**src/hdl/sba_pkg.sv**
```systemverilog
// ==========================================================
// Secondary bus arbiter constants
package sba_pkg;

   // ==========================================================
   // Configuration offsets
   localparam logic [7:0] OFS_TUNING_A = 8'hD9;
   localparam logic [7:0] OFS_TUNING_B = 8'hDA;
   localparam logic [7:0] OFS_ARB_CTRL = 8'hDC;
   localparam logic [7:0] OFS_REQ_MASK = 8'hDD;
   localparam logic [7:0] OFS_TO_STAT = 8'hDE;

   // ==========================================================
   // Values after reset
   localparam logic [7:0] RST_TUNING_A = 8'h00;
   localparam logic [7:0] RST_TUNING_B = 8'h00;
   localparam logic [7:0] RST_ARB_CTRL = 8'h40;
   localparam logic [7:0] RST_REQ_MASK = 8'h00;
   localparam logic [7:0] RST_TO_STAT = 8'h00;

   // Writable bits of the first tuning register, the rest read zero
   localparam logic [7:0] TUNING_A_WMASK = 8'h0F;

   // ==========================================================
   // Field positions
   localparam int CTRL_PARK_BIT = 7;
   localparam int CTRL_BRIDGE_TIER_BIT = 6;
   localparam int CTRL_ZERO_TIER_BIT = 0;
   localparam int MASK_WATCH_EN_BIT = 7;
   localparam int MASK_AUTO_BIT = 6;
   localparam int MASK_ZERO_BLOCK_BIT = 0;
   localparam int STAT_ZERO_TO_BIT = 0;

   // ==========================================================
   // No-start watch: figure in bus clocks, bus clock equals MCLK
   localparam int WATCH_PCI_CLKS = 16;
   localparam int WATCH_CYCLES = WATCH_PCI_CLKS;
   localparam logic [4:0] WATCH_LAST = 5'(WATCH_CYCLES - 1);

   // ==========================================================
   // Bus owner
   typedef enum logic [0:0] {
      OWN_BRIDGE = 1'b0,
      OWN_ZERO = 1'b1
   } sba_owner_t;

endpackage : sba_pkg

```
**src/hdl/sba_ctl_if.sv**
```systemverilog
`timescale 1ns/1ps
// ==========================================================
// Control and event lines between arbiter core, registers, watch
interface sba_ctl_if;
   logic park_on_bridge;
   logic bridge_high;
   logic requester_zero_tier;
   logic no_start_watch_en;
   logic auto_mask_en;
   logic requester_zero_block;
   logic auto_blocked;
   logic bus_idle;
   logic frame_seen;
   logic owner_requesting;
   logic grant_change;
   logic expire;
   logic expire_zero;

   modport regs (
      output park_on_bridge, bridge_high, requester_zero_tier,
      output no_start_watch_en, auto_mask_en, requester_zero_block,
      output auto_blocked,
      input expire_zero
   );
   modport core (
      input park_on_bridge, bridge_high, requester_zero_tier,
      input requester_zero_block, auto_blocked, expire,
      output bus_idle, frame_seen, owner_requesting, grant_change,
      output expire_zero
   );
   modport watch (
      input no_start_watch_en, bus_idle, frame_seen,
      input owner_requesting, grant_change,
      output expire
   );
endinterface : sba_ctl_if

```
**src/hdl/sba_watch.sv**
```systemverilog
`timescale 1ns/1ps
// ==========================================================
// No-start watch: counts idle clocks after a grant
module sba_watch (
   input wire logic clk_in,
   input wire logic rst_n_in,
   sba_ctl_if.watch ctl
);

   logic [4:0] cnt;
   logic started;
   logic [4:0] next_cnt;
   logic next_started;
   logic counting;

   // Count only while enabled, granted master asks, bus idle, no start
   // Grant change stays out of this term: it is itself made from expire
   always_comb begin
      counting = ctl.no_start_watch_en & ctl.owner_requesting &
                 ctl.bus_idle & ~started;
      next_cnt = cnt;
      next_started = started;
      ctl.expire = counting && (cnt == sba_pkg::WATCH_LAST);
      if (ctl.grant_change) begin
         next_cnt = 5'h0_0;
         next_started = 1'b0;
      end else if (ctl.frame_seen) begin
         // Master responded, watch rests until next grant
         next_started = 1'b1;
         next_cnt = 5'h0_0;
      end else if (!counting) begin
         next_cnt = 5'h0_0;
      end else if (ctl.expire) begin
         next_cnt = 5'h0_0;
      end else begin
         next_cnt = cnt + 5'h0_1;
      end
   end

   // State registers
   always_ff @(posedge clk_in or negedge rst_n_in) begin
      if (!rst_n_in) begin
         cnt <= 5'h0_0;
         started <= 1'b0;
      end else begin
         cnt <= next_cnt;
         started <= next_started;
      end
   end

endmodule : sba_watch

```
**src/hdl/sba_regs.sv**
```systemverilog
`timescale 1ns/1ps
// ==========================================================
// Configuration registers of the arbiter
module sba_regs (
   input wire logic clk_in,
   input wire logic rst_n_in,
   input wire logic [7:0] addr_in,
   input wire logic wr_in,
   input wire logic [7:0] wdata_in,
   output logic [7:0] rdata_out,
   output logic hit_out,
   sba_ctl_if.regs ctl
);

   logic [7:0] tuning_a;
   logic [7:0] arbitration_control;
   logic [7:0] request_masking;
   logic [7:0] timeout_status;
   logic auto_blk;
   logic [7:0] next_tuning_a;
   logic [7:0] next_arbitration_control;
   logic [7:0] next_request_masking;
   logic [7:0] next_timeout_status;
   logic next_auto_blk;

   // Field outputs
   assign ctl.park_on_bridge = arbitration_control[sba_pkg::CTRL_PARK_BIT];
   assign ctl.bridge_high =
      arbitration_control[sba_pkg::CTRL_BRIDGE_TIER_BIT];
   assign ctl.requester_zero_tier =
      arbitration_control[sba_pkg::CTRL_ZERO_TIER_BIT];
   assign ctl.no_start_watch_en =
      request_masking[sba_pkg::MASK_WATCH_EN_BIT];
   assign ctl.auto_mask_en = request_masking[sba_pkg::MASK_AUTO_BIT];
   assign ctl.requester_zero_block =
      request_masking[sba_pkg::MASK_ZERO_BLOCK_BIT];
   assign ctl.auto_blocked = auto_blk;

   // Write decode; reserved control and mask bits are plain storage, upper tuning A bits are dropped
   always_comb begin
      next_tuning_a = tuning_a;
      next_arbitration_control = arbitration_control;
      next_request_masking = request_masking;
      next_timeout_status = timeout_status;
      next_auto_blk = auto_blk;
      if (wr_in) begin
         case (addr_in)
            sba_pkg::OFS_TUNING_A:
               next_tuning_a = wdata_in & sba_pkg::TUNING_A_WMASK;
            sba_pkg::OFS_ARB_CTRL: next_arbitration_control = wdata_in;
            sba_pkg::OFS_REQ_MASK: begin
               next_request_masking = wdata_in;
               // Rewriting the mask re-enables an auto-masked request
               next_auto_blk = 1'b0;
            end
            sba_pkg::OFS_TO_STAT:
               next_timeout_status = timeout_status & ~wdata_in;
            default: next_tuning_a = tuning_a;
         endcase
      end
      // Set beats a clear in the same cycle
      if (ctl.expire_zero) begin
         next_timeout_status[sba_pkg::STAT_ZERO_TO_BIT] = 1'b1;
         if (ctl.auto_mask_en) begin
            next_auto_blk = 1'b1;
         end
      end
   end

   // Read mux; unmapped offsets read zero with no hit
   always_comb begin
      hit_out = 1'b1;
      case (addr_in)
         sba_pkg::OFS_TUNING_A: rdata_out = tuning_a;
         sba_pkg::OFS_TUNING_B: rdata_out = sba_pkg::RST_TUNING_B;
         sba_pkg::OFS_ARB_CTRL: rdata_out = arbitration_control;
         sba_pkg::OFS_REQ_MASK: rdata_out = request_masking;
         sba_pkg::OFS_TO_STAT: rdata_out = timeout_status;
         default: begin
            rdata_out = 8'h00;
            hit_out = 1'b0;
         end
      endcase
   end

   // Fundamental reset only
   always_ff @(posedge clk_in or negedge rst_n_in) begin
      if (!rst_n_in) begin
         tuning_a <= sba_pkg::RST_TUNING_A;
         arbitration_control <= sba_pkg::RST_ARB_CTRL;
         request_masking <= sba_pkg::RST_REQ_MASK;
         timeout_status <= sba_pkg::RST_TO_STAT;
         auto_blk <= 1'b0;
      end else begin
         tuning_a <= next_tuning_a;
         arbitration_control <= next_arbitration_control;
         request_masking <= next_request_masking;
         timeout_status <= next_timeout_status;
         auto_blk <= next_auto_blk;
      end
   end

endmodule : sba_regs

```
**src/hdl/sba_arbiter.sv**
```systemverilog
`timescale 1ns/1ps
// Function
// - Grant the bus by two priority tiers, rotating within a tier.
// - Park idle bus on the bridge if bit 7 set, else on last master.
// - Control bit 6 puts the bridge in the high tier; reset 40h.
// - Control bit 0 puts requester zero in the high tier; reset low.
// - Mask bit 7 enables a 16-clock no-start time-out.
// - Count from idle after grant; no FRAME in time means dead master.
// - Mask bit 6 blocks request zero automatically after its time-out.
// - Mask bit 0 makes the arbiter ignore request input zero.
// - The request mask register resets to 00h.
// - Tuning registers reset only on the fundamental reset.
// - Fundamental reset is active when link or global reset is.
// - A time-out of requester zero sets a readable status flag; a bridge time-out sets none.
module sba_arbiter (
   input wire logic MCLK_IN,
   input wire logic RESETN_IN,
   input wire logic LINK_SIDE_RSTN_IN,
   input wire logic BRIDGE_REQ_IN,
   input wire logic REQUEST_IN_ZERO_N_IN,
   input wire logic FRAME_N_IN,
   input wire logic IRDY_N_IN,
   input wire logic [7:0] CFG_ADDR_IN,
   input wire logic CFG_WR_IN,
   input wire logic [7:0] CFG_WDATA_IN,
   output logic [7:0] CFG_RDATA_OUT,
   output logic CFG_HIT_OUT,
   output logic BRIDGE_GNT_OUT,
   output logic GRANT_OUT_ZERO_N_OUT
);

   // ==========================================================
   // Reset and shared wiring
   logic fundamental_rst_n;
   sba_ctl_if ctl ();

   // Either reset source drops the whole block
   assign fundamental_rst_n = RESETN_IN & LINK_SIDE_RSTN_IN;

   // ==========================================================
   // Register file and no-start watch
   sba_regs u_regs (
      .clk_in(MCLK_IN),
      .rst_n_in(fundamental_rst_n),
      .addr_in(CFG_ADDR_IN),
      .wr_in(CFG_WR_IN),
      .wdata_in(CFG_WDATA_IN),
      .rdata_out(CFG_RDATA_OUT),
      .hit_out(CFG_HIT_OUT),
      .ctl(ctl.regs)
   );

   sba_watch u_watch (
      .clk_in(MCLK_IN),
      .rst_n_in(fundamental_rst_n),
      .ctl(ctl.watch)
   );

   // ==========================================================
   // Winner selection
   // Tier first, then rotation: the master not served last wins a tie
   function automatic sba_pkg::sba_owner_t pick(
      input logic br_req,
      input logic zero_req,
      input logic br_high,
      input logic zero_high,
      input sba_pkg::sba_owner_t last
   );
      sba_pkg::sba_owner_t w;
      if (br_req && !zero_req) begin
         w = sba_pkg::OWN_BRIDGE;
      end else if (zero_req && !br_req) begin
         w = sba_pkg::OWN_ZERO;
      end else if (br_high != zero_high) begin
         w = br_high ? sba_pkg::OWN_BRIDGE : sba_pkg::OWN_ZERO;
      end else begin
         w = (last == sba_pkg::OWN_BRIDGE) ?
             sba_pkg::OWN_ZERO : sba_pkg::OWN_BRIDGE;
      end
      return w;
   endfunction : pick

   // ==========================================================
   // Arbitration state
   sba_pkg::sba_owner_t owner;
   sba_pkg::sba_owner_t last_served;
   logic bridge_gnt;
   logic zero_gnt_n;
   sba_pkg::sba_owner_t next_owner;
   sba_pkg::sba_owner_t next_last_served;
   sba_pkg::sba_owner_t winner;
   logic next_bridge_gnt;
   logic next_zero_gnt_n;
   logic zero_req;
   logic any_req;
   logic owner_req;
   logic may_switch;

   // Bus state; FRAME and IRDY come from same-clock bus logic
   assign ctl.bus_idle = FRAME_N_IN & IRDY_N_IN;
   assign ctl.frame_seen = ~FRAME_N_IN;

   // Masked requests are dropped before arbitration
   assign zero_req = ~REQUEST_IN_ZERO_N_IN & ~ctl.requester_zero_block &
                     ~ctl.auto_blocked;
   assign any_req = BRIDGE_REQ_IN | zero_req;
   assign owner_req = (owner == sba_pkg::OWN_ZERO) ? zero_req :
                      BRIDGE_REQ_IN;
   assign ctl.owner_requesting = owner_req;
   // Timed-out master is always the one holding the grant
   assign ctl.expire_zero = ctl.expire & (owner == sba_pkg::OWN_ZERO);

   // Grant may move only at idle or once the owner lets go
   assign may_switch = ctl.bus_idle | ~owner_req;

   assign winner = pick(BRIDGE_REQ_IN, zero_req, ctl.bridge_high,
                        ctl.requester_zero_tier, last_served);

   // Next owner and grant lines
   always_comb begin
      next_owner = owner;
      next_last_served = last_served;
      if (ctl.expire) begin
         // Dead master loses the bus unless it is the bridge and zero_req is low; never hand it to a masked zero
         next_owner = (owner == sba_pkg::OWN_BRIDGE && zero_req) ?
                      sba_pkg::OWN_ZERO : sba_pkg::OWN_BRIDGE;
         next_last_served = owner;
      end else if (may_switch) begin
         if (any_req) begin
            next_owner = winner;
            next_last_served = winner;
         end else if (ctl.park_on_bridge) begin
            next_owner = sba_pkg::OWN_BRIDGE;
         end else begin
            next_owner = owner;
         end
      end
      // One-hot by construction: a single owner register
      next_bridge_gnt = (next_owner == sba_pkg::OWN_BRIDGE);
      next_zero_gnt_n = (next_owner != sba_pkg::OWN_ZERO);
   end

   // Tells the watch that a fresh grant starts its count
   assign ctl.grant_change = (next_owner != owner);

   // Arbitration registers; bus starts parked on the bridge
   always_ff @(posedge MCLK_IN or negedge fundamental_rst_n) begin
      if (!fundamental_rst_n) begin
         owner <= sba_pkg::OWN_BRIDGE;
         last_served <= sba_pkg::OWN_BRIDGE;
         bridge_gnt <= 1'b1;
         zero_gnt_n <= 1'b1;
      end else begin
         owner <= next_owner;
         last_served <= next_last_served;
         bridge_gnt <= next_bridge_gnt;
         zero_gnt_n <= next_zero_gnt_n;
      end
   end

   assign BRIDGE_GNT_OUT = bridge_gnt;
   assign GRANT_OUT_ZERO_N_OUT = zero_gnt_n;

endmodule : sba_arbiter

```
**config.mk**
```make
export PLATFORM = sky130hd
export DESIGN_NAME = sba_arbiter
export DESIGN_NICKNAME = d
export VERILOG_FILES = /design/src/hdl/sba_pkg.sv /design/src/hdl/sba_ctl_if.sv /design/src/hdl/sba_watch.sv /design/src/hdl/sba_regs.sv /design/src/hdl/sba_arbiter.sv
export SDC_FILE = /design/constraint.sdc
export NUM_CORES = 1
export LEC_CHECK = 0
export ABC_CLOCK_PERIOD_IN_PS = 2000
export BUFFER_PORTS_ARGS = -buffer_cell sky130_fd_sc_hd__buf_2
export CAP_MARGIN = 20
export CORE_ASPECT_RATIO = 0.5
export CORE_UTILIZATION = 30
export CTS_CLUSTER_SIZE = 20
export DETAILED_ROUTE_END_ITERATION = 10
export PLACE_DENSITY = 0.54
export RECOVER_POWER = 50
export SLEW_MARGIN = 15
export SYNTH_ARGS = -nofsm -noshare
export SYNTH_HDL_FRONTEND = slang
export SYNTH_SLANG_ARGS = --single-unit
```
**constraint.sdc**
```tcl
create_clock -name MCLK_IN -period 2 [get_ports MCLK_IN]
set_input_delay 0.2 -clock MCLK_IN [delete_from_list [all_inputs] [get_ports MCLK_IN]]
set_output_delay 0.2 -clock MCLK_IN [all_outputs]
set_load 0.05 [all_outputs]
```
# [Word level (Yosys, flattened, before mapping)]
# Index checks and enable logic that the tools add are counted.
[word_totals] regBits=38 latchBits=0 ram_bits=0 mem_count=0 mem_bits_ro=0 inputBits=24
[classes] n_eq_ne=9 add_sub_neg=1 reduce_logical=17 n_shift=0 mux=29 n_bitwise=19 n_mul=0 n_lt_le_gt_ge=0 div=0
[op_table] operator="$eq A8 B8 Y1 const B" n=5
[op_table] operator="$pmux W8 S4" n=1
[op_table] operator="$mux W1" n=24
[op_table] operator="$mux W5" n=4
[op_table] operator="$reduce_and A2 Y1" n=6
[op_table] operator="$and A1 B1 Y1" n=8
[op_table] operator="$and A8 B8 Y8" n=1
[op_table] operator="$not A8 Y8" n=1
[op_table] operator="$reduce_bool A2 Y1" n=4
[op_table] operator="$not A1 Y1" n=7
[op_table] operator="$add A5 B1 Y5 const B" n=1
[op_table] operator="$eq A5 B4 Y1 const B" n=1
[op_table] operator="$reduce_or A5 Y1" n=1
[op_table] operator="$logic_and A1 B1 Y1" n=4
[op_table] operator="$logic_not A1 Y1" n=2
[op_table] operator="$ne A1 B1 Y1" n=2
[op_table] operator="$ne A2 B1 Y1 const B" n=1
[op_table] operator="$or A1 B1 Y1" n=2

# [Longest topological paths before layout]
# Gate-level depths: netlist of the first run.
[logic_depth] word_depth=12 mapped_depth=6 mapped_depth_nobuf=6

# [By module]
# Synthesis of the first run repeated with hierarchy kept, for this count alone.
[hier_totals] cells_unflattened=176 area_unflattened_um2=1995.7
[by_module_without_submodules] module="sba_regs" area_each_um2=1447.6 n_inst=1 cells_each=117
[by_module_without_submodules] module="sba_arbiter" area_each_um2=284.0 n_inst=1 cells_each=35
[by_module_without_submodules] module="sba_watch" area_each_um2=264.0 n_inst=1 cells_each=24

# [Worst setup path after synthesis of the first run]
# OpenSTA, ideal clock, no wires.
[synth_path] path_kind="input to output" from="input CFG_ADDR_IN[0]" to="output CFG_HIT_OUT" path_buffers=1 slack_ps=-3 arrival_time_ps=1803 cell_stages=3 path_cell_list="buf_1 > nor3_1 > a211oi_1"
[synth_via] elab_chain_len=3
[synth_lines] element="start: declaration" line_no="sba_arbiter.sv:23" text="input wire logic [7:0] CFG_ADDR_IN,"
[synth_lines] element="$eq A8 B8 Y1" line_no="sba_regs.sv:73" text="case (addr_in)"
[synth_lines] element="$reduce_or A5 Y1 (no line) *"
[synth_lines] element="$mux W1 *" line_no="sba_regs.sv:73"
[synth_lines] element="end: declaration" line_no="sba_arbiter.sv:27" text="output logic CFG_HIT_OUT,"
# Every way passes the cells marked *; elsewhere a longest branch is shown, timed or not.

# [Worst setup path after layout of the first run]
[layout_path] from="input CFG_ADDR_IN[5]" to="output CFG_RDATA_OUT[1]"
[layout_via] elab_chain_len=2
[layout_lines] element="$eq A8 B8 Y1" line_no="sba_regs.sv:73"
[layout_lines] element="$pmux W8 S4 *" line_no="sba_regs.sv:73"
[layout_lines] element="end: declaration" line_no="sba_arbiter.sv:26" text="output logic [7:0] CFG_RDATA_OUT,"
# Marked as above.

==> impl_summary.log, run 1 <==
[metrics] sequential fraction of the synthesis area: 49.2%
[metrics] max cap viols: 0
[metrics] Setup CP Type: input port to output port
[metrics] number of buffers added to fix hold violations after cts: 0
[metrics] ratio of cells with drive above 1 in the final layout: 37.7%
[metrics] fraction of power consumed by the clock network: 44.5%
[metrics] count of unresolved DRC violations after routing: 0
[metrics] total power divided by cell area: 733 nW/um2
[metrics] amount of wire on met3 after detailed routing: 151 um
[metrics] TritonCTS clock tree: done
[metrics] DRT Wirelength: 4310 um
[metrics] count of filler cells inserted in the layout: 631
[metrics] RSZ-0062 raised after global routing: no
[metrics] per-instance average area after synthesis: 11.5 um2
[metrics] buffers from clock root to sink, at most: 2
[metrics] fin nets: 239
[metrics] Resize count post-CTS: 0
[metrics] wire length of the first global-routing pass: 7430 um
[metrics] Cell Area, Synth: 1940 um2
[metrics] worst hold path type: input port to register
[metrics] list of most frequent post-synthesis cells: 36 x sky130_fd_sc_hd__dfrtp_1, 20 x sky130_fd_sc_hd__mux2_2, 13 x sky130_fd_sc_hd__nor2_1
[metrics] overflow left after global routing: 0
[metrics] most instantiated library cell after synthesis: sky130_fd_sc_hd__dfrtp_1
[metrics] Warnings, synthesis: 0
[metrics] H-Tree Level Count: 2
[metrics] final hold violations: 0
[metrics] Std-Cell Rows: 20
[metrics] metal2 WL: 2100 um
[metrics] Switching Share: 23.0%
[metrics] count of endpoints failing setup in the final report: 0
[metrics] fraction of power consumed by combinational cells: 9.1%
[metrics] share of the synthesized area in the top cell type: 46.5%
[metrics] total routed wire length on the met1 layer: 2050 um
[metrics] Antenna Diode Count: 0
[metrics] startpoint type of the worst setup path: input port
[metrics] Main synth FF type: sky130_fd_sc_hd__dfrtp_1
[metrics] VDD IR max: 0.288 mV
[metrics] number of ports placed on the die boundary: 35
[metrics] Final Max Slew Viols: 0
[metrics] number of buffers inserted by post-CTS setup repair: 0
[metrics] number of DRC violations after detailed-routing iteration 0: 64
[metrics] fin util: 39.1%
[metrics] number of clock buffers inserted by TritonCTS: 5
[metrics] Port-buffer cells: 34
[metrics] clock slew seen by the registers of the worst setup and hold paths: 0.05 ns
[metrics] area added between synthesis and finish: 24.4%
[metrics] worst rel slew slack: 37.1%
[metrics] clock tree root buffer cell: sky130_fd_sc_hd__clkbuf_16
[metrics] top achievable clock speed: 546 MHz
[metrics] Fin Clk Skew: 0.00388 ns
[metrics] async set-or-reset flop fraction in the synthesized netlist: 100%
[metrics] transition time at the pin with the least slew margin: 0.943 ns
[metrics] internal power: 1.36 mW
[metrics] cell types with the largest area share after synthesis: sky130_fd_sc_hd__dfrtp_1 47%, sky130_fd_sc_hd__mux2_2 12%, sky130_fd_sc_hd__mux2i_1 4.7%
[metrics] post-synthesis register bit count: 38
[metrics] die span in x: 116 um
[metrics] Final GP Congestion: 0.748
[metrics] vias in the first global route: 1543
[metrics] antenna violations before repair: 0
[metrics] WP data arrival: 1.63 ns
[metrics] status: finished clean
[metrics] min Tclk post-route: 1.83 ns
[metrics] Vias per Instance: 4.91
[metrics] overall die area: 6800 um2
[metrics] final setup TNS: 0 ns
[metrics] antenna-violating nets left: 0
[metrics] final cycle utilization of the critical path: 91.5%
[metrics] highest metal layer with signal wires: met3
[metrics] vertical die dimension: 58.8 um
[metrics] top cell type by total area after synthesis: sky130_fd_sc_hd__dfrtp_1
[metrics] Reg power frac: 46.4%
[metrics] largest net degree at the start of global routing: 39
[metrics] post-synthesis cell type count: 49
[metrics] data required time at the worst endpoint: 1.80 ns
[metrics] Post-synth EDFFs: 0
[metrics] Switching Power: 0.406 mW
[metrics] post-detail-place hpwl: 3170 um
[metrics] Layout Cells excl Fill: 303
[metrics] core box area: 6160 um2
[metrics] Num Clock Sinks: 38
[metrics] Max Fanout on Critical Path: 7
[metrics] GRT Resource Usage Total: 14.2%
[metrics] Setup crit end kind: output port
[metrics] placed cell count: 295
[metrics] Mapped Nets: 194
[metrics] number of vias in the routed layout: 1489
[metrics] instance count of the mapped netlist: 169
[metrics] Lkg Pwr: 1.12 nW
[metrics] starting density of the core: 31.5%
[metrics] latest clock arrival within the worst-skew pair: 0.28 ns
[metrics] wire per inst: 14.2 um
[metrics] detailed-routing iteration count for the pre-antenna-repair pass: 4
-- layout by cell type, fill, tap and decap left out, types with 4 or more instances in the layout --
cell type,instances
sky130_fd_sc_hd__mux2i_1,9
sky130_fd_sc_hd__a21boi_0,7
sky130_fd_sc_hd__nor2_1,13
sky130_fd_sc_hd__a21oi_1,7
sky130_fd_sc_hd__mux2_2,20
sky130_fd_sc_hd__nand3_1,4
sky130_fd_sc_hd__buf_4,9
sky130_fd_sc_hd__nor3_1,4
sky130_fd_sc_hd__buf_2,34
sky130_fd_sc_hd__nand4_1,4
sky130_fd_sc_hd__nand2_1,4
sky130_fd_sc_hd__o22ai_1,4
sky130_fd_sc_hd__clkbuf_16,5
sky130_fd_sc_hd__inv_1,4
sky130_fd_sc_hd__dfrtp_1,36
-- cell type report --
cell class	instances	area, um2	share of cell area (%)
Clock buffer	7	143	5.92
Clock inverter	1	5.00	0.208
Inverter	4	15.0	0.623
Multi-Input combinational cell	120	937	38.9
Sequential cell	38	953	39.6
Tap cell	88	110	4.57
Timing Repair Buffer	45	246	10.2
-- power groups by stage --
stage	Combinational, mW	Sequential, mW	Clock [mW]
3_3_place_gp	0.161	0.832	0
3_5_place_dp	0.164	0.833	0
4_1_cts	0.165	0.820	0.800
5_1_grt	0.181	0.824	0.835
6_report	0.161	0.820	0.786
2_1_floorplan	0.105	0.830	0
-- metal layers --
| layer | global-route usage, % | vias to the layer above |
|---|---|---|
| met5 | 0 | - |
| met4 | 3.30 | 0 |
| met3 | 3.30 | 0 |
| met2 | 24.2 | 24 |
| met1 | 18.5 | 743 |
| li1 | - | 722 |
-- flip-flops by register name (all words and copies together) (netlist names) --
name and cells:
u_regs.arbitration_control 8, u_regs.request_masking 8, u_regs.timeout_status 8, u_watch.cnt 5, u_regs.tuning_a 4, GRANT_OUT_ZERO_N_OUT 1, last_served 1, owner 1
u_regs.ctl.auto_blocked 1, u_watch.started 1
-- cell families (layout without fill, tap and decap cells) --
family / after synthesis / count (layout) / synth area share, %
simple gates: 49 / 49 / 15.6
compound gates: 39 / 39 / 14.8
flops: 38 / 38 / 49.2
mux: 29 / 29 / 16.3
buf+inv: 11 / 57 / 2.52
xor+xnor: 2 / 2 / 0.905
fa+ha+maj: 1 / 1 / 0.646
-- worst paths after layout --
kind | slack (ns) | endpoint | startpoint | depth (start not counted)
min in group asynchronous | 0.25 | owner | LINK_SIDE_RSTN_IN | 3
max in group asynchronous | 1.16 | u_regs.request_masking[5] | RESETN_IN | 3
setup / recovery | 0.17 | CFG_RDATA_OUT[1] | CFG_ADDR_IN[5] | 7
hold / removal | 0.14 | u_regs.timeout_status[7] | CFG_WDATA_IN[7] | 2
setup reg to reg | 0.27 | last_served | u_regs.request_masking[0] | 5
hold reg to reg | 0.46 | u_watch.cnt[0] | u_watch.cnt[0] | 1
-- worst max-delay path, stage by stage --
cell and delay, ns:
sky130_fd_sc_hd__buf_2 0.10, sky130_fd_sc_hd__nor2b_2 0.11, sky130_fd_sc_hd__and4_1 0.32, sky130_fd_sc_hd__nand2_4 0.12, sky130_fd_sc_hd__or2_2 0.34, sky130_fd_sc_hd__o22ai_1 0.14
sky130_fd_sc_hd__buf_2 0.29
-- metrics by stage --
stage	worst slack (ns)	instance area (um2)	power, mW	hold WS (ns)
2_1_floorplan	0.0415	1940	0.935	0.302
3_3_place_gp	0.232	2270	0.993	0.387
3_5_place_dp	0.238	2270	0.997	0.392
4_1_cts	0.231	2420	1.79	0.104
5_1_grt	0.0907	2410	1.84	0.144
6_report	0.170	2410	1.77	0.135
Power figures use the tool's default switching activity.
==> inputs of run 2 (changes only) <==
Settings changed: CORE_UTILIZATION 30 to 40, MAX_ROUTING_LAYER set to met4, PLACE_DENSITY 0.54 to 0.66.
==> run 2 against run 1 <==
  * Hold slack worse by 0.031 ns
  * Sequential power hardly changed
  * Combinational power hardly changed
==> impl_summary.log, run 2 (synthesized netlist as in run 1, its figures left out) <==
[metrics] die span in x: 100 um (-13%)
[metrics] core box area: 4530 um2 (-26%)
[metrics] area added between synthesis and finish: 18.8%
[metrics] buffers from clock root to sink, at most: 2 (unchanged)
[metrics] fraction of power consumed by combinational cells: 10.4% (+1.3 points)
[metrics] cell seen most often among critical-path stages: sky130_fd_sc_hd__buf_2
[metrics] min Tclk post-route: 1.83 ns (-0.00252 ns)
[metrics] Antenna Diode Count: 0 (unchanged)
[metrics] post-detail-place hpwl: 2930 um (-7.4%)
[metrics] chain of cells forming the critical path: buf_2 > nor2b_2 > and4_1 > nand2_4 > or2_2 > o22ai_1 > buf_2
[metrics] final cycle utilization of the critical path: 91.4% (-0.13 points)
[metrics] most used cells in the layout excluding fill and tap cells: 36 x sky130_fd_sc_hd__dfrtp_1, 34 x sky130_fd_sc_hd__buf_2, 20 x sky130_fd_sc_hd__mux2_2, 13 x sky130_fd_sc_hd__nor2_1, 9 x sky130_fd_sc_hd__mux2i_1
[metrics] Hold Path Origin: CFG_WDATA_IN[5]
[metrics] worst rel slew slack: 37.4% (+0.27 points)
[metrics] count of endpoints failing setup in the final report: 0 (unchanged)
[metrics] DRT Wirelength: 4050 um (-5.9%)
[metrics] Max Fanout on Critical Path: 7 (unchanged)
[metrics] worst hold path type: input port to register
[metrics] GRT Resource Usage Total: 18.7% (+4.5 points)
[metrics] latest clock arrival within the worst-skew pair: 0.29 ns (about the same)
[metrics] number of clock buffers inserted by TritonCTS: 5 (unchanged)
[metrics] Final Max Slew Viols: 0 (unchanged)
[metrics] data required time at the worst endpoint: 1.80 ns (about the same)
[metrics] status: finished clean
[metrics] launch instance of the worst register-to-register path: u_regs.request_masking[0]
[metrics] vertical die dimension: 51.2 um (-13%)
[metrics] Reg power frac: 53.7% (+7.3 points)
[metrics] ratio of cells with drive above 1 in the final layout: 37.4% (-0.23 points)
[metrics] Setup CP Type: input port to output port
[metrics] top achievable clock speed: 547 MHz (+0.14%)
[metrics] delay-heaviest family, CP: simple AND/OR/NAND/NOR gates
[metrics] worst stage delay on the critical path: 0.33 ns (about the same)
[metrics] most common library cell in the layout ignoring fill and taps: sky130_fd_sc_hd__dfrtp_1
[metrics] number of vias in the routed layout: 1466 (-1.5%)
[metrics] largest net degree at the start of global routing: 39 (unchanged)
[metrics] clock slew seen by the registers of the worst setup and hold paths: 0.07 ns (+0.02 ns)
[metrics] fraction of power consumed by the clock network: 35.9% (-8.6 points)
[metrics] wire per inst: 14.6 um (+2.9%)
[metrics] Port-buffer cells: 34 (unchanged)
[metrics] Vias per Instance: 5.29 (+7.7%)
[metrics] TritonCTS clock tree: done
[metrics] internal power: 1.14 mW (-16%)
[metrics] RSZ-0062 raised after global routing: no
[metrics] Slowest-stage cell, CP: sky130_fd_sc_hd__or2_2
[metrics] WP data arrival: 1.63 ns (about the same)
[metrics] Std-Cell Rows: 17 (-15%)
[metrics] Buffers & Inverters on Critical Path: 2 (unchanged)
[metrics] fin util: 50.8% (+12 points)
[metrics] wire length of the first global-routing pass: 6980 um (-6.0%)
[metrics] antenna-violating nets left: 0 (unchanged)
[metrics] overflow left after global routing: 0 (unchanged)
[metrics] Final GP Congestion: 0.791 (+5.7%)
[metrics] Setup crit end kind: output port
[metrics] final hold violations: 0 (unchanged)
[metrics] number of DRC violations after detailed-routing iteration 0: 24 (-63%)
[metrics] Fin Clk Skew: 0.00555 ns (+0.00168 ns)
[metrics] Switching Power: 0.383 mW (-5.9%)
[metrics] Resize count post-CTS: 0 (unchanged)
[metrics] detailed-routing iteration count for the pre-antenna-repair pass: 4 (unchanged)
[metrics] max cap viols: 0 (unchanged)
[metrics] fin nets: 235 (-1.7%)
[metrics] number of buffers added to fix hold violations after cts: 0 (unchanged)
[metrics] number of ports placed on the die boundary: 35 (unchanged)
[metrics] startpoint type of the worst setup path: input port
[metrics] antenna violations before repair: 0 (unchanged)
[metrics] starting density of the core: 42.8% (+11 points)
[metrics] registers with the most flip-flops: u_regs.arbitration_control x8, u_regs.request_masking x8, u_regs.timeout_status x8
[metrics] VDD IR max: 0.249 mV (-14%)
[metrics] Lkg Pwr: 1.08 nW (-3.8%)
[metrics] vias in the first global route: 1510 (-2.1%)
[metrics] transition time at the pin with the least slew margin: 0.939 ns (-0.00402 ns)
[metrics] total power divided by cell area: 663 nW/um2 (-9.6%)
[metrics] Crit. Startpoint: CFG_ADDR_IN[5]
[metrics] clock tree root buffer cell: sky130_fd_sc_hd__clkbuf_8
[metrics] Switching Share: 25.1% (+2.1 points)
[metrics] overall die area: 5140 um2 (-24%)
[metrics] number of buffers inserted by post-CTS setup repair: 0 (unchanged)
[metrics] count of unresolved DRC violations after routing: 0 (unchanged)
[metrics] Num Clock Sinks: 38 (unchanged)
[metrics] count of filler cells inserted in the layout: 423 (-33%)
[metrics] final setup TNS: 0 ns (unchanged)
[metrics] H-Tree Level Count: 2 (unchanged)
## run 2: changes by cell type in the layout (fill, tap and decap cells not counted)
cell | previous run | this run
sky130_fd_sc_hd__buf_4 | 9 | 6
sky130_fd_sc_hd__clkbuf_1 | 2 | 1
sky130_fd_sc_hd__clkbuf_16 | 5 | 0
sky130_fd_sc_hd__and2_1 | 2 | 1
sky130_fd_sc_hd__clkbuf_8 | 1 | 6
sky130_fd_sc_hd__and2_2 | 0 | 1
## run 2: layout make-up
cell class                      instances  area, um2  area share (%)
Sequential cell                        38        953            41.4
Multi-Input combinational cell        120        938            40.8
Timing Repair Buffer                   41        220            9.57
Clock buffer                            7       86.3            3.75
Tap cell                               66       82.6            3.59
Inverter                                4       15.0           0.653
Clock inverter                          1       5.00           0.218
## run 2: power by group through the flow
stage                     sequential (mW)  clock (mW)  combinational [mW]
after floorplan                     0.830           0               0.105
after global placement              0.832           0               0.158
after detailed placement            0.834           0               0.161
after CTS                           0.819       0.557               0.162
after global routing                0.824       0.592               0.177
final                               0.819       0.547               0.159
## run 2: worst paths after layout
kind | slack (ns) | to | cells past startpoint
max in group asynchronous | 1.17 | u_regs.request_masking[5] | 3
worst max register to register | 0.27 | last_served | 5
worst min register to register | 0.47 | u_watch.cnt[0] | 1
min in group asynchronous | 0.23 | owner | 3
worst min-delay path | 0.10 | u_regs.timeout_status[5] | 2
worst max-delay path | 0.17 | CFG_RDATA_OUT[2] | 7
## run 2: worst register-to-register path: cells and delay by family (launching register included)
kind	cells	cell delay (ns)
flip-flops	1	0.42
AO/OA/AOI/OAI	4	0.73
AND/OR/NAND/NOR	1	0.49
## run 2: routing by layer
metal / global-route usage (%) / wire length (um) / vias to the layer above
met3: 4.65 / 134 / 7
met1: 22.7 / 2010 / 710
met2: 30.7 / 1840 / 30
li1: - / - / 719
met4: 6.76 / 66 / 0
met5: - / 0 / -
## run 2: metrics by stage
stage / hold WS [ns] / setup WS, ns / area [um2] / total power, mW / cells
after floorplan: 0.302 / 0.0415 / 1940 / 0.935 / 169
after global placement: 0.391 / 0.240 / 2210 / 0.990 / 269
after detailed placement: 0.398 / 0.216 / 2210 / 0.995 / 269
after CTS: 0.0875 / 0.206 / 2310 / 1.54 / 277
after global routing: 0.117 / 0.123 / 2300 / 1.59 / 277
final: 0.105 / 0.172 / 2300 / 1.53 / 277
